==> src/core/lvpm_pkg.sv <==
// constants, field layouts and carrier types for the low-voltage power management registers
//
// Overview of operation
// RULE1 - set warning flag while supply below warning trip
// RULE2 - warning flag sticky until software acknowledges
// RULE3 - acknowledge clears flag only if warning gone
// RULE4 - interrupt request while flag and enable set
// RULE5 - enabled detect event forces a device reset
// RULE6 - detect-in-stop bit keeps detect alive in stop
// RULE7 - detect enable gates detect reset and stop
// RULE8 - bit zero enables the bandgap reference buffer
// RULE9 - detect enables and stop select write once; the detect-in-stop bit here takes every write, not just the first
// RULE10 - detect voltage select once per power-on
// RULE11 - detect select picks trip and warning range
// RULE12 - warning select picks point within range
// RULE13 - partial power-down flag shows deep stop recovery
// RULE14 - acknowledge write clears partial power-down flag
// RULE15 - control bit: zero light stop, one deep
// RULE16 - software writes both registers at initialisation
// RULE17 - unimplemented and acknowledge bits read zero
// RULE18 - power-on clears all; others keep voltage selects

package lvpm_pkg;

  // register byte offsets on the apb bus
  localparam logic [7:0] LVPM_OFS_CTRL_ONE = 8'h00;
  localparam logic [7:0] LVPM_OFS_CTRL_TWO = 8'h04;
  localparam logic [7:0] LVPM_OFS_EVT_STATUS = 8'h08;
  localparam logic [7:0] LVPM_OFS_EVT_MASK = 8'h0C;

  // field positions, first register
  localparam int LVPM_B1_WARN_FLAG = 7;
  localparam int LVPM_B1_WARN_ACK = 6;
  localparam int LVPM_B1_WARN_IRQ_EN = 5;
  localparam int LVPM_B1_DET_RST_EN = 4;
  localparam int LVPM_B1_DET_STOP_EN = 3;
  localparam int LVPM_B1_DET_EN = 2;
  localparam int LVPM_B1_BGAP_EN = 0;

  // field positions, second register
  localparam int LVPM_B2_DET_VSEL = 5;
  localparam int LVPM_B2_WARN_VSEL = 4;
  localparam int LVPM_B2_PPD_FLAG = 3;
  localparam int LVPM_B2_PPD_ACK = 2;
  localparam int LVPM_B2_PPD_CTRL = 0;

  // event status bit positions
  localparam int LVPM_EV_WARN = 0;
  localparam int LVPM_EV_PPD = 1;
  localparam int LVPM_EV_DETECT = 2;
  localparam int LVPM_EV_W = 3;

  // values after reset
  localparam logic [7:0] LVPM_RST_CTRL_ONE = 8'h1C;
  localparam logic [7:0] LVPM_RST_CTRL_TWO = 8'h00;
  localparam logic [LVPM_EV_W-1:0] LVPM_RST_EVT = 3'h0;

  // first register control fields
  typedef struct packed {
    logic warn_irq_en;
    logic detect_reset_en;
    logic detect_in_stop_en;
    logic detect_en;
    logic bandgap_buf_en;
  } lvpm_ctrl_one_t;

  // trip and stop selection driven to the analog side
  typedef struct packed {
    logic detect_trip_sel;
    logic [1:0] warn_trip_sel;
    logic deep_stop_sel;
    logic detect_active;
    logic bandgap_buf_en;
  } lvpm_analog_ctrl_t;

endpackage

==> src/core/lvpm_regs.sv <==
// apb slave holding the low-voltage detect, warning and stop control registers
`timescale 1ns/100ps
`default_nettype none

module lvpm_regs
  import lvpm_pkg::*;
#(
  parameter int ADDR_W = 8
) (
  input wire logic i_clk,
  input wire logic i_reset,
  input wire logic i_por_reset,
  input wire logic i_psel,
  input wire logic i_penable,
  input wire logic i_pwrite,
  input wire logic [ADDR_W-1:0] i_paddr,
  input wire logic [31:0] i_pwdata,
  input wire logic [3:0] i_pstrb,
  output logic o_pready,
  output logic [31:0] o_prdata,
  output logic o_pslverr,
  input wire logic i_supply_below_warn,
  input wire logic i_supply_below_detect,
  input wire logic i_stop_mode,
  input wire logic i_deep_stop_recovered,
  output lvpm_analog_ctrl_t o_analog,
  output logic o_detect_reset_req,
  output logic o_irq
);

  // two eight-bit control words at the first two word offsets,
  // then a word of sticky events and its mask
  // every access answers at once, so the bus never waits
  // comparator levels are asynchronous and pass two flops first
  // most state clears on any reset; the two voltage selects and
  // their lock clear on power-on only, so the detect trip cannot
  // move under a low-voltage reset
  // limitation: a write with the low byte strobe off changes
  // nothing, since every register lives in bits 7:0 of its word
  // limitation: comparator glitches shorter than a clock may be missed

  // register byte offset, the low eight address bits; upper address bits ignored
  function automatic logic [7:0] word_ofs(input logic [ADDR_W-1:0] a);
    word_ofs = 8'(a);
  endfunction

  // comparator outputs are analog and asynchronous: two flops each
  logic [1:0] warn_sync;
  logic [1:0] det_sync;

  // synchronisers for the two comparator levels
  // both flops reset low, so a supply already low after reset shows
  // up two edges later and then sets the warning flag
  always_ff @(posedge i_clk or posedge i_reset) begin
    if (i_reset) begin
      warn_sync <= 2'h0;
      det_sync <= 2'h0;
    end else begin
      warn_sync <= {warn_sync[0], i_supply_below_warn};
      det_sync <= {det_sync[0], i_supply_below_detect};
    end
  end

  logic below_warn; // synchronised warning level
  logic below_detect; // synchronised detect level
  assign below_warn = warn_sync[1];
  assign below_detect = det_sync[1];

  // bus decode, shared by all register groups
  // writes land at the end of the access cycle; reads are sampled
  // one edge earlier, in the setup cycle, so the data is a flop
  logic setup_ph; // first apb cycle
  logic access_wr; // write takes effect here
  logic byte0_wr; // low byte lane written
  logic [7:0] ofs; // decoded offset
  logic [7:0] wbyte; // low write byte
  assign setup_ph = i_psel & ~i_penable;
  assign access_wr = i_psel & i_penable & i_pwrite;
  assign byte0_wr = access_wr & i_pstrb[0];
  assign ofs = word_ofs(i_paddr);
  assign wbyte = i_pwdata[7:0];

  logic wr_one; // write to first register
  logic wr_two; // write to second register
  logic wr_mask; // write to event mask
  assign wr_one = byte0_wr & (ofs == LVPM_OFS_CTRL_ONE);
  assign wr_two = byte0_wr & (ofs == LVPM_OFS_CTRL_TWO);
  assign wr_mask = byte0_wr & (ofs == LVPM_OFS_EVT_MASK);

  // state cleared by any reset
  // one_written and two_written live here, so any reset reopens them
  logic warn_flag;
  lvpm_ctrl_one_t ctrl;
  logic one_written; // write-once lock, first register
  logic two_written; // write-once lock, second register
  logic partial_pd_flag;
  logic partial_pd_ctrl;
  logic [LVPM_EV_W-1:0] evt_status;
  logic [LVPM_EV_W-1:0] evt_mask;
  logic det_prev; // last detect event level

  logic next_warn_flag;
  lvpm_ctrl_one_t next_ctrl;
  logic next_one_written;
  logic next_two_written;
  logic next_partial_pd_flag;
  logic next_partial_pd_ctrl;
  logic [LVPM_EV_W-1:0] next_evt_status;
  logic [LVPM_EV_W-1:0] next_evt_mask;
  logic next_det_prev;

  // state that only power-on clears
  // the detect trip must not move under a low-voltage reset, or the
  // part could keep resetting itself on a changed threshold
  logic detect_volt_sel;
  logic warn_volt_sel;
  logic volt_written; // once per power-on lock
  logic next_detect_volt_sel;
  logic next_warn_volt_sel;
  logic next_volt_written;

  // read capture
  // rd_clr remembers which status bits the reader was shown, so a
  // bit set between setup and access is not lost to the clear
  logic [31:0] rdata;
  logic slverr;
  logic [LVPM_EV_W-1:0] rd_clr; // status bits shown to this read
  logic [31:0] next_rdata;
  logic next_slverr;
  logic [LVPM_EV_W-1:0] next_rd_clr;

  // detect qualified by enable and stop behaviour
  // detect_en gates both the reset request and the stop behaviour
  logic detect_live; // detect logic is running
  logic detect_event; // qualified low-voltage detect
  logic warn_rise; // warning flag just set
  assign detect_live = ctrl.detect_en & (~i_stop_mode | ctrl.detect_in_stop_en); // RULE6 RULE7
  assign detect_event = detect_live & below_detect;

  // warning flag and first register
  // the flag follows the synchronised level: it sets on every cycle
  // the supply is low and only an acknowledge brings it down
  always_comb begin
    next_warn_flag = warn_flag;
    next_ctrl = ctrl;
    next_one_written = one_written;
    // ack only clears once the condition has gone
    if (wr_one && wbyte[LVPM_B1_WARN_ACK] && !below_warn) begin
      next_warn_flag = 1'b0; // RULE3
    end
    // set wins over the ack in the same cycle
    if (below_warn) begin
      next_warn_flag = 1'b1; // RULE1 RULE2
    end
    if (wr_one) begin
      next_ctrl.warn_irq_en = wbyte[LVPM_B1_WARN_IRQ_EN];
      next_ctrl.detect_in_stop_en = wbyte[LVPM_B1_DET_STOP_EN];
      next_ctrl.bandgap_buf_en = wbyte[LVPM_B1_BGAP_EN]; // RULE8
      next_one_written = 1'b1;
      // write-once fields take the first write only
      if (!one_written) begin
        next_ctrl.detect_reset_en = wbyte[LVPM_B1_DET_RST_EN]; // RULE9
        next_ctrl.detect_en = wbyte[LVPM_B1_DET_EN]; // RULE9
      end
    end
  end

  // second register, reset by any reset
  // the recovery pulse comes from the stop sequencer on this clock,
  // so it needs no synchroniser
  always_comb begin
    next_partial_pd_flag = partial_pd_flag;
    next_partial_pd_ctrl = partial_pd_ctrl;
    next_two_written = two_written;
    if (wr_two && wbyte[LVPM_B2_PPD_ACK]) begin
      next_partial_pd_flag = 1'b0; // RULE14
    end
    // recovery in the ack cycle is not lost
    if (i_deep_stop_recovered) begin
      next_partial_pd_flag = 1'b1; // RULE13
    end
    if (wr_two) begin
      next_two_written = 1'b1;
      if (!two_written) begin
        next_partial_pd_ctrl = wbyte[LVPM_B2_PPD_CTRL]; // RULE9 RULE15
      end
    end
  end

  // voltage selects survive non power-on resets
  // warn_volt_sel stays writable; only the detect select is locked
  always_comb begin
    next_detect_volt_sel = detect_volt_sel;
    next_warn_volt_sel = warn_volt_sel;
    next_volt_written = volt_written;
    if (wr_two) begin
      next_warn_volt_sel = wbyte[LVPM_B2_WARN_VSEL]; // RULE12
      next_volt_written = 1'b1;
      if (!volt_written) begin
        next_detect_volt_sel = wbyte[LVPM_B2_DET_VSEL]; // RULE10
      end
    end
  end

  // sticky events, cleared by reading the status register
  // detect is edge-detected so a long brown-out counts once;
  // det_prev resets low, the idle level of the qualified detect
  always_comb begin
    next_det_prev = detect_event;
    next_evt_mask = evt_mask;
    if (wr_mask) begin
      next_evt_mask = wbyte[LVPM_EV_W-1:0];
    end
    // only bits returned to the reader are cleared
    next_evt_status = evt_status;
    if (i_psel && i_penable && !i_pwrite && ofs == LVPM_OFS_EVT_STATUS) begin
      next_evt_status = evt_status & ~rd_clr;
    end
    // set beats the read-clear
    if (warn_rise) begin
      next_evt_status[LVPM_EV_WARN] = 1'b1;
    end
    if (i_deep_stop_recovered) begin
      next_evt_status[LVPM_EV_PPD] = 1'b1;
    end
    if (detect_event && !det_prev) begin
      next_evt_status[LVPM_EV_DETECT] = 1'b1;
    end
  end
  assign warn_rise = next_warn_flag & ~warn_flag;

  // read data taken in the setup cycle so the bus sees a flop
  // trade-off: no wait states, but the value shown is the one
  // present at the setup edge
  always_comb begin
    next_rdata = rdata;
    next_slverr = 1'b0;
    next_rd_clr = rd_clr;
    if (setup_ph) begin
      next_rdata = 32'h0000_0000; // RULE17
      next_rd_clr = '0;
      if (ofs == LVPM_OFS_CTRL_ONE) begin
        next_rdata[LVPM_B1_WARN_FLAG] = warn_flag;
        next_rdata[LVPM_B1_WARN_IRQ_EN] = ctrl.warn_irq_en;
        next_rdata[LVPM_B1_DET_RST_EN] = ctrl.detect_reset_en;
        next_rdata[LVPM_B1_DET_STOP_EN] = ctrl.detect_in_stop_en;
        next_rdata[LVPM_B1_DET_EN] = ctrl.detect_en;
        next_rdata[LVPM_B1_BGAP_EN] = ctrl.bandgap_buf_en;
      end else if (ofs == LVPM_OFS_CTRL_TWO) begin
        next_rdata[LVPM_B2_DET_VSEL] = detect_volt_sel;
        next_rdata[LVPM_B2_WARN_VSEL] = warn_volt_sel;
        next_rdata[LVPM_B2_PPD_FLAG] = partial_pd_flag;
        next_rdata[LVPM_B2_PPD_CTRL] = partial_pd_ctrl;
      end else if (ofs == LVPM_OFS_EVT_STATUS) begin
        next_rdata[LVPM_EV_W-1:0] = evt_status;
        next_rd_clr = i_pwrite ? '0 : evt_status;
      end else if (ofs == LVPM_OFS_EVT_MASK) begin
        next_rdata[LVPM_EV_W-1:0] = evt_mask;
      end else begin
        // unmapped word: error answer, data zero
        next_slverr = 1'b1;
      end
    end else if (i_psel) begin
      next_slverr = slverr; // hold through the access phase
    end
  end

  // registers under any reset
  // reset values are constants only; nothing here reads other state
  always_ff @(posedge i_clk or posedge i_reset) begin
    if (i_reset) begin
      warn_flag <= 1'b0;
      ctrl <= '{warn_irq_en: LVPM_RST_CTRL_ONE[LVPM_B1_WARN_IRQ_EN],
                detect_reset_en: LVPM_RST_CTRL_ONE[LVPM_B1_DET_RST_EN],
                detect_in_stop_en: LVPM_RST_CTRL_ONE[LVPM_B1_DET_STOP_EN],
                detect_en: LVPM_RST_CTRL_ONE[LVPM_B1_DET_EN],
                bandgap_buf_en: LVPM_RST_CTRL_ONE[LVPM_B1_BGAP_EN]};
      one_written <= 1'b0;
      two_written <= 1'b0;
      partial_pd_flag <= LVPM_RST_CTRL_TWO[LVPM_B2_PPD_FLAG]; // RULE18
      partial_pd_ctrl <= LVPM_RST_CTRL_TWO[LVPM_B2_PPD_CTRL];
      evt_status <= LVPM_RST_EVT;
      evt_mask <= LVPM_RST_EVT;
      det_prev <= 1'b0;
      rdata <= 32'h0000_0000;
      slverr <= 1'b0;
      rd_clr <= LVPM_RST_EVT;
    end else begin
      warn_flag <= next_warn_flag;
      ctrl <= next_ctrl;
      one_written <= next_one_written;
      two_written <= next_two_written;
      partial_pd_flag <= next_partial_pd_flag;
      partial_pd_ctrl <= next_partial_pd_ctrl;
      evt_status <= next_evt_status;
      evt_mask <= next_evt_mask;
      det_prev <= next_det_prev;
      rdata <= next_rdata;
      slverr <= next_slverr;
      rd_clr <= next_rd_clr;
    end
  end

  // voltage selects reset by power-on only
  // power-on always comes with the general reset, never alone
  always_ff @(posedge i_clk or posedge i_por_reset) begin
    if (i_por_reset) begin
      detect_volt_sel <= LVPM_RST_CTRL_TWO[LVPM_B2_DET_VSEL]; // RULE18
      warn_volt_sel <= LVPM_RST_CTRL_TWO[LVPM_B2_WARN_VSEL];
      volt_written <= 1'b0;
    end else begin
      detect_volt_sel <= next_detect_volt_sel;
      warn_volt_sel <= next_warn_volt_sel;
      volt_written <= next_volt_written;
    end
  end

  // zero wait states: every access answers in its first access cycle
  // error is gated by the access phase so it never shows in setup
  assign o_pready = 1'b1;
  assign o_prdata = rdata;
  assign o_pslverr = slverr & i_psel & i_penable;

  // analog side controls; one driver for the whole carrier, since
  // separate member assigns would give the port several drivers
  assign o_analog = '{detect_trip_sel: detect_volt_sel, // RULE11
    warn_trip_sel: {detect_volt_sel, warn_volt_sel}, // RULE11 RULE12
    deep_stop_sel: partial_pd_ctrl, // RULE15
    detect_active: detect_live, // RULE6 RULE7
    bandgap_buf_en: ctrl.bandgap_buf_en}; // RULE8

  // reset request is a level: held while the qualified detect lasts
  // the system reset logic applies it; after that reset detect_en
  // returns to one, so the request comes back while the supply is low
  assign o_detect_reset_req = detect_event & ctrl.detect_reset_en; // RULE5 RULE7

  // warning request plus masked sticky events
  // the warning part is a level on the flag, so software must
  // acknowledge the flag as well as read the event word
  assign o_irq = (warn_flag & ctrl.warn_irq_en) | (|(evt_status & evt_mask)); // RULE4

endmodule

`default_nettype wire

==> config.mk <==
export PLATFORM = sky130hd
export DESIGN_NAME = lvpm_regs
export DESIGN_NICKNAME = d
export VERILOG_FILES = /design/src/core/lvpm_pkg.sv /design/src/core/lvpm_regs.sv
export SDC_FILE = /design/constraint.sdc
export NUM_CORES = 1
export LEC_CHECK = 0
export BUFFER_PORTS_ARGS = -buffer_cell sky130_fd_sc_hd__buf_2
export CORE_MARGIN = 4
export CORE_UTILIZATION = 41
export DETAILED_ROUTE_END_ITERATION = 7
export PLACE_DENSITY = 0.89
export SKIP_CTS_REPAIR_TIMING = 1
export SYNTH_ARGS = -nofsm -noshare
export SYNTH_HDL_FRONTEND = slang
export SYNTH_SLANG_ARGS = --single-unit
==> constraint.sdc <==
create_clock -name i_clk -period 1.17 [get_ports i_clk]
set_input_delay 0.117 -clock i_clk [delete_from_list [all_inputs] [get_ports i_clk]]
set_output_delay 0.117 -clock i_clk [all_outputs]
set_load 0.02 [all_outputs]
==> impl_metrics.env <==
export IMPL_status="finished, violations left"
export IMPL_violations="setup timing"
export IMPL_post_place_ws_ns=-0.1745
export IMPL_num_vias=1378
export IMPL_timing_fmax_ghz=0.6644
export IMPL_cts_max_path_buffers=2
export IMPL_worstSetupPathType="flop to output port"
export IMPL_syn_instance_count=164
export IMPL_clock_sinks=35
export IMPL_drt_iter0_drc=94
export IMPL_grt_max_degree=33
export IMPL_n_antenna_cell=0
export IMPL_final_antenna_net_count=0
export IMPL_pwr_share_seq_pct=51.3
export IMPL_antenna_found_initial=0
export IMPL_fin_worst_skew_ns=0.007287
export IMPL_fp_coreArea_sq_um=4354
export IMPL_die_width_microns=75.14
export IMPL_tritoncts="yes"
export IMPL_mostFrequentLayoutCells="buf_2 (38), dfrtp_1 (32), conb_1 (26)"
export IMPL_r2r_start="evt_status[0]"
export IMPL_final_util_pct=52.87
export IMPL_clkLatencyLatePin_ns=0.29
export IMPL_start_kind="flop"
export IMPL_total_power_mw=2.422
export IMPL_drt_total_wl_mm=4.107
export IMPL_vdd_drop_max_mv=0.5207
export IMPL_initial_utilization_pct=42.44
export IMPL_path_clk_slew_ns=0.07
export IMPL_synth_area_sq_um=1848
export IMPL_grt_setup_unrepaired="yes"
export IMPL_globalRouteTotalUtil_pct=15.73
export IMPL_slew_viol_final=0
export IMPL_syn_area_per_cell_sq_um=11.27
export IMPL_fp_dieH_microns=75.14
export IMPL_drive_above_1_share_pct=45.13
export IMPL_globalRouteOverflowTotal=0
export IMPL_n_fill_cell=395
export IMPL_htree_levels=2
export IMPL_fin_crit_sh_pct=128.6
export IMPL_hold_viol=0
export IMPL_crit_fanout=2
export IMPL_area_growth_synth_to_final_pct=24.58
export IMPL_dr_pass1_iters=4
export IMPL_switchingPower_mw=0.6512
export IMPL_dp_hpwl_mm=3.189
export IMPL_drc_errors=0
export IMPL_regArea_sq_um=879.6
export IMPL_period_needed_ns=1.505
export IMPL_grt_pass1_wl_mm=6.465
export IMPL_cts_root_buffer="clkbuf_8"
export IMPL_power_density_nw_per_um2=1052
export IMPL_grt_pass1_vias=1377
export IMPL_final_common_cell="buf_2"
export IMPL_max_cap_violations=0
export IMPL_gp_congestion=0.8076
export IMPL_hp_start="i_deep_stop_recovered"
export IMPL_synth_yosys_warnings=0
export IMPL_p_int_mw=1.770
export IMPL_post_drt_wl_per_cell_microns=14.77
export IMPL_port_buffers=41
export IMPL_worst_ep_arrival_time_ns=1.39
export IMPL_yosysUniqueCellTypes=37
export IMPL_power_leakage_nw=1.186
export IMPL_cp_end_kind="output port"
export IMPL_critPathLaunch="ctrl[2]"
export IMPL_numCtsBuffers=5
export IMPL_crit_required_ns=1.05
export IMPL_num_io_pins=96
export IMPL_nets=279
export IMPL_setup_ws_ns=-0.3352
export IMPL_hp_class="primary input to flop"
export IMPL_dieArea_sq_um=5645
export IMPL_final_setup_tns_ns=-0.7225
export IMPL_ys_seq_area_share_pct=47.60
export IMPL_placementRows=24
export IMPL_multiInputGateArea_sq_um=815.8
export IMPL_setup_viol=4
export IMPL_vias_per_cell=4.957
export IMPL_p_sw_share_pct=26.89
export IMPL_p_comb_share_pct=13.5
export IMPL_clkPwrFrac_pct=35.1
export IMPL_ys_ff_latch=35
## cells in the mapped netlist
cell      instances  share of area [%]
nand4b_1          2               0.95
and2_1            3                1.0
a41o_2            1               0.61
nor4_4            1                1.2
inv_1             4               0.81
and3_1            2               0.68
and4bb_4          1               0.88
mux2i_1           3                1.6
and4b_1           1               0.54
nor3_1            1               0.27
nand2_4           1               0.61
and2_0            1               0.34
buf_6             1               0.61
nor2_1            2               0.41
dfrtp_1          32                 43
a22o_1            2               0.95
nand4_1           8                2.7
nand2b_1          6                2.0
dfstp_2           3                4.3
o22a_2            1               0.54
and4_1            1               0.47
nor3b_1           1               0.41
o21ai_0           6                1.6
nand3_1           4                1.1
clkbuf_1          1               0.20
nand2_1          14                2.8
buf_2             2               0.54
a21o_1            2               0.81
conb_1            2               0.41
nor2b_1           1               0.34
o41ai_2           3                2.6
o31ai_1           1               0.41
mux2_2           13                7.9
o211a_1           1               0.54
a22oi_1           3                1.2
mux4_2            1                1.2
buf_4            32                 13
## final cells by class
type / count / share of cell area [%]
inverters: 4 / 0.6522
flip-flops and latches: 35 / 38.21
multi-input cells: 113 / 35.43
repair buffers: 66 / 19.18
clock inverters: 2 / 0.5435
well taps: 52 / 2.826
clock buffers: 6 / 3.152
## critical path, stage by stage (launching register included)
cell and delay, ns:
dfstp_2 0.56, nand2b_4 0.13, and3_4 0.17, and2_4 0.13, buf_6 0.10
## registers in the layout, summed over array words and instances (netlist names)
| name | flops |
|---|---|
| detect_volt_sel | 1 |
| evt_status | 3 |
| two_written | 1 |
| warn_flag | 1 |
| slverr | 1 |
| partial_pd_ctrl | 1 |
| partial_pd_flag | 1 |
| warn_volt_sel | 1 |
| rd_clr | 3 |
| o_analog | 1 |
| ctrl | 4 |
| volt_written | 1 |
| warn_sync | 2 |
| evt_mask | 3 |
| det_sync | 2 |
| o_prdata | 7 |
| det_prev | 1 |
| one_written | 1 |
## worst paths after layout
| check | end | slack (ns) | cells past startpoint |
|---|---|---|---|
| max | o_detect_reset_req | -0.34 | 4 |
| min | evt_status[1] | 0.02 | 2 |
| max reg2reg | o_prdata[0] | -0.07 | 4 |
| min reg2reg | det_sync[1] | 0.35 | 0 |
| max in group asynchronous | ctrl[1] | 0.53 | 4 |
| min in group asynchronous | detect_volt_sel | 0.22 | 3 |
## metrics by stage
stage               area (sq um)  hold slack [ns]  std cells
global placement            2108         -0.01358        265
floorplan                   1941          -0.1294        188
finish                      2302          0.01967        278
global route                2302          0.01190        278
CTS                         2193          -0.3320        273
detailed placement          2108         -0.01232        265
## routing by layer
layer / vias to the layer above / share of wire (%) / GRT usage [%]
met5: - / 0 / 0
met3: 16 / 7.5 / 5.474
met4: 0 / 4.4 / 9.515
li1: 641 / - / -
met2: 58 / 50 / 26.11
met1: 663 / 38 / 17.27
## power groups by stage
stage | Combinational [mW] | Clock, mW | Sequential (mW)
finish | 0.327 | 0.851 | 1.24
global route | 0.357 | 0.942 | 1.24
CTS | 0.300 | 0.877 | 1.24
detailed placement | 0.299 | 0 | 1.26
global placement | 0.295 | 0 | 1.26
floorplan | 0.242 | 0 | 1.26
## cell families (layout without fill, tap and decap cells)
logic type	after synthesis	count (layout)	synth area share [%]
flip-flops	35	35	47.60
AO/OA/AOI/OAI	20	20	9.344
multiplexers	17	17	10.77
buffers and inverters	40	78	15.17
AND/OR/NAND/NOR	50	50	16.72
other	2	26	0.4064
No activity file was read; power rests on OpenSTA's default activity.
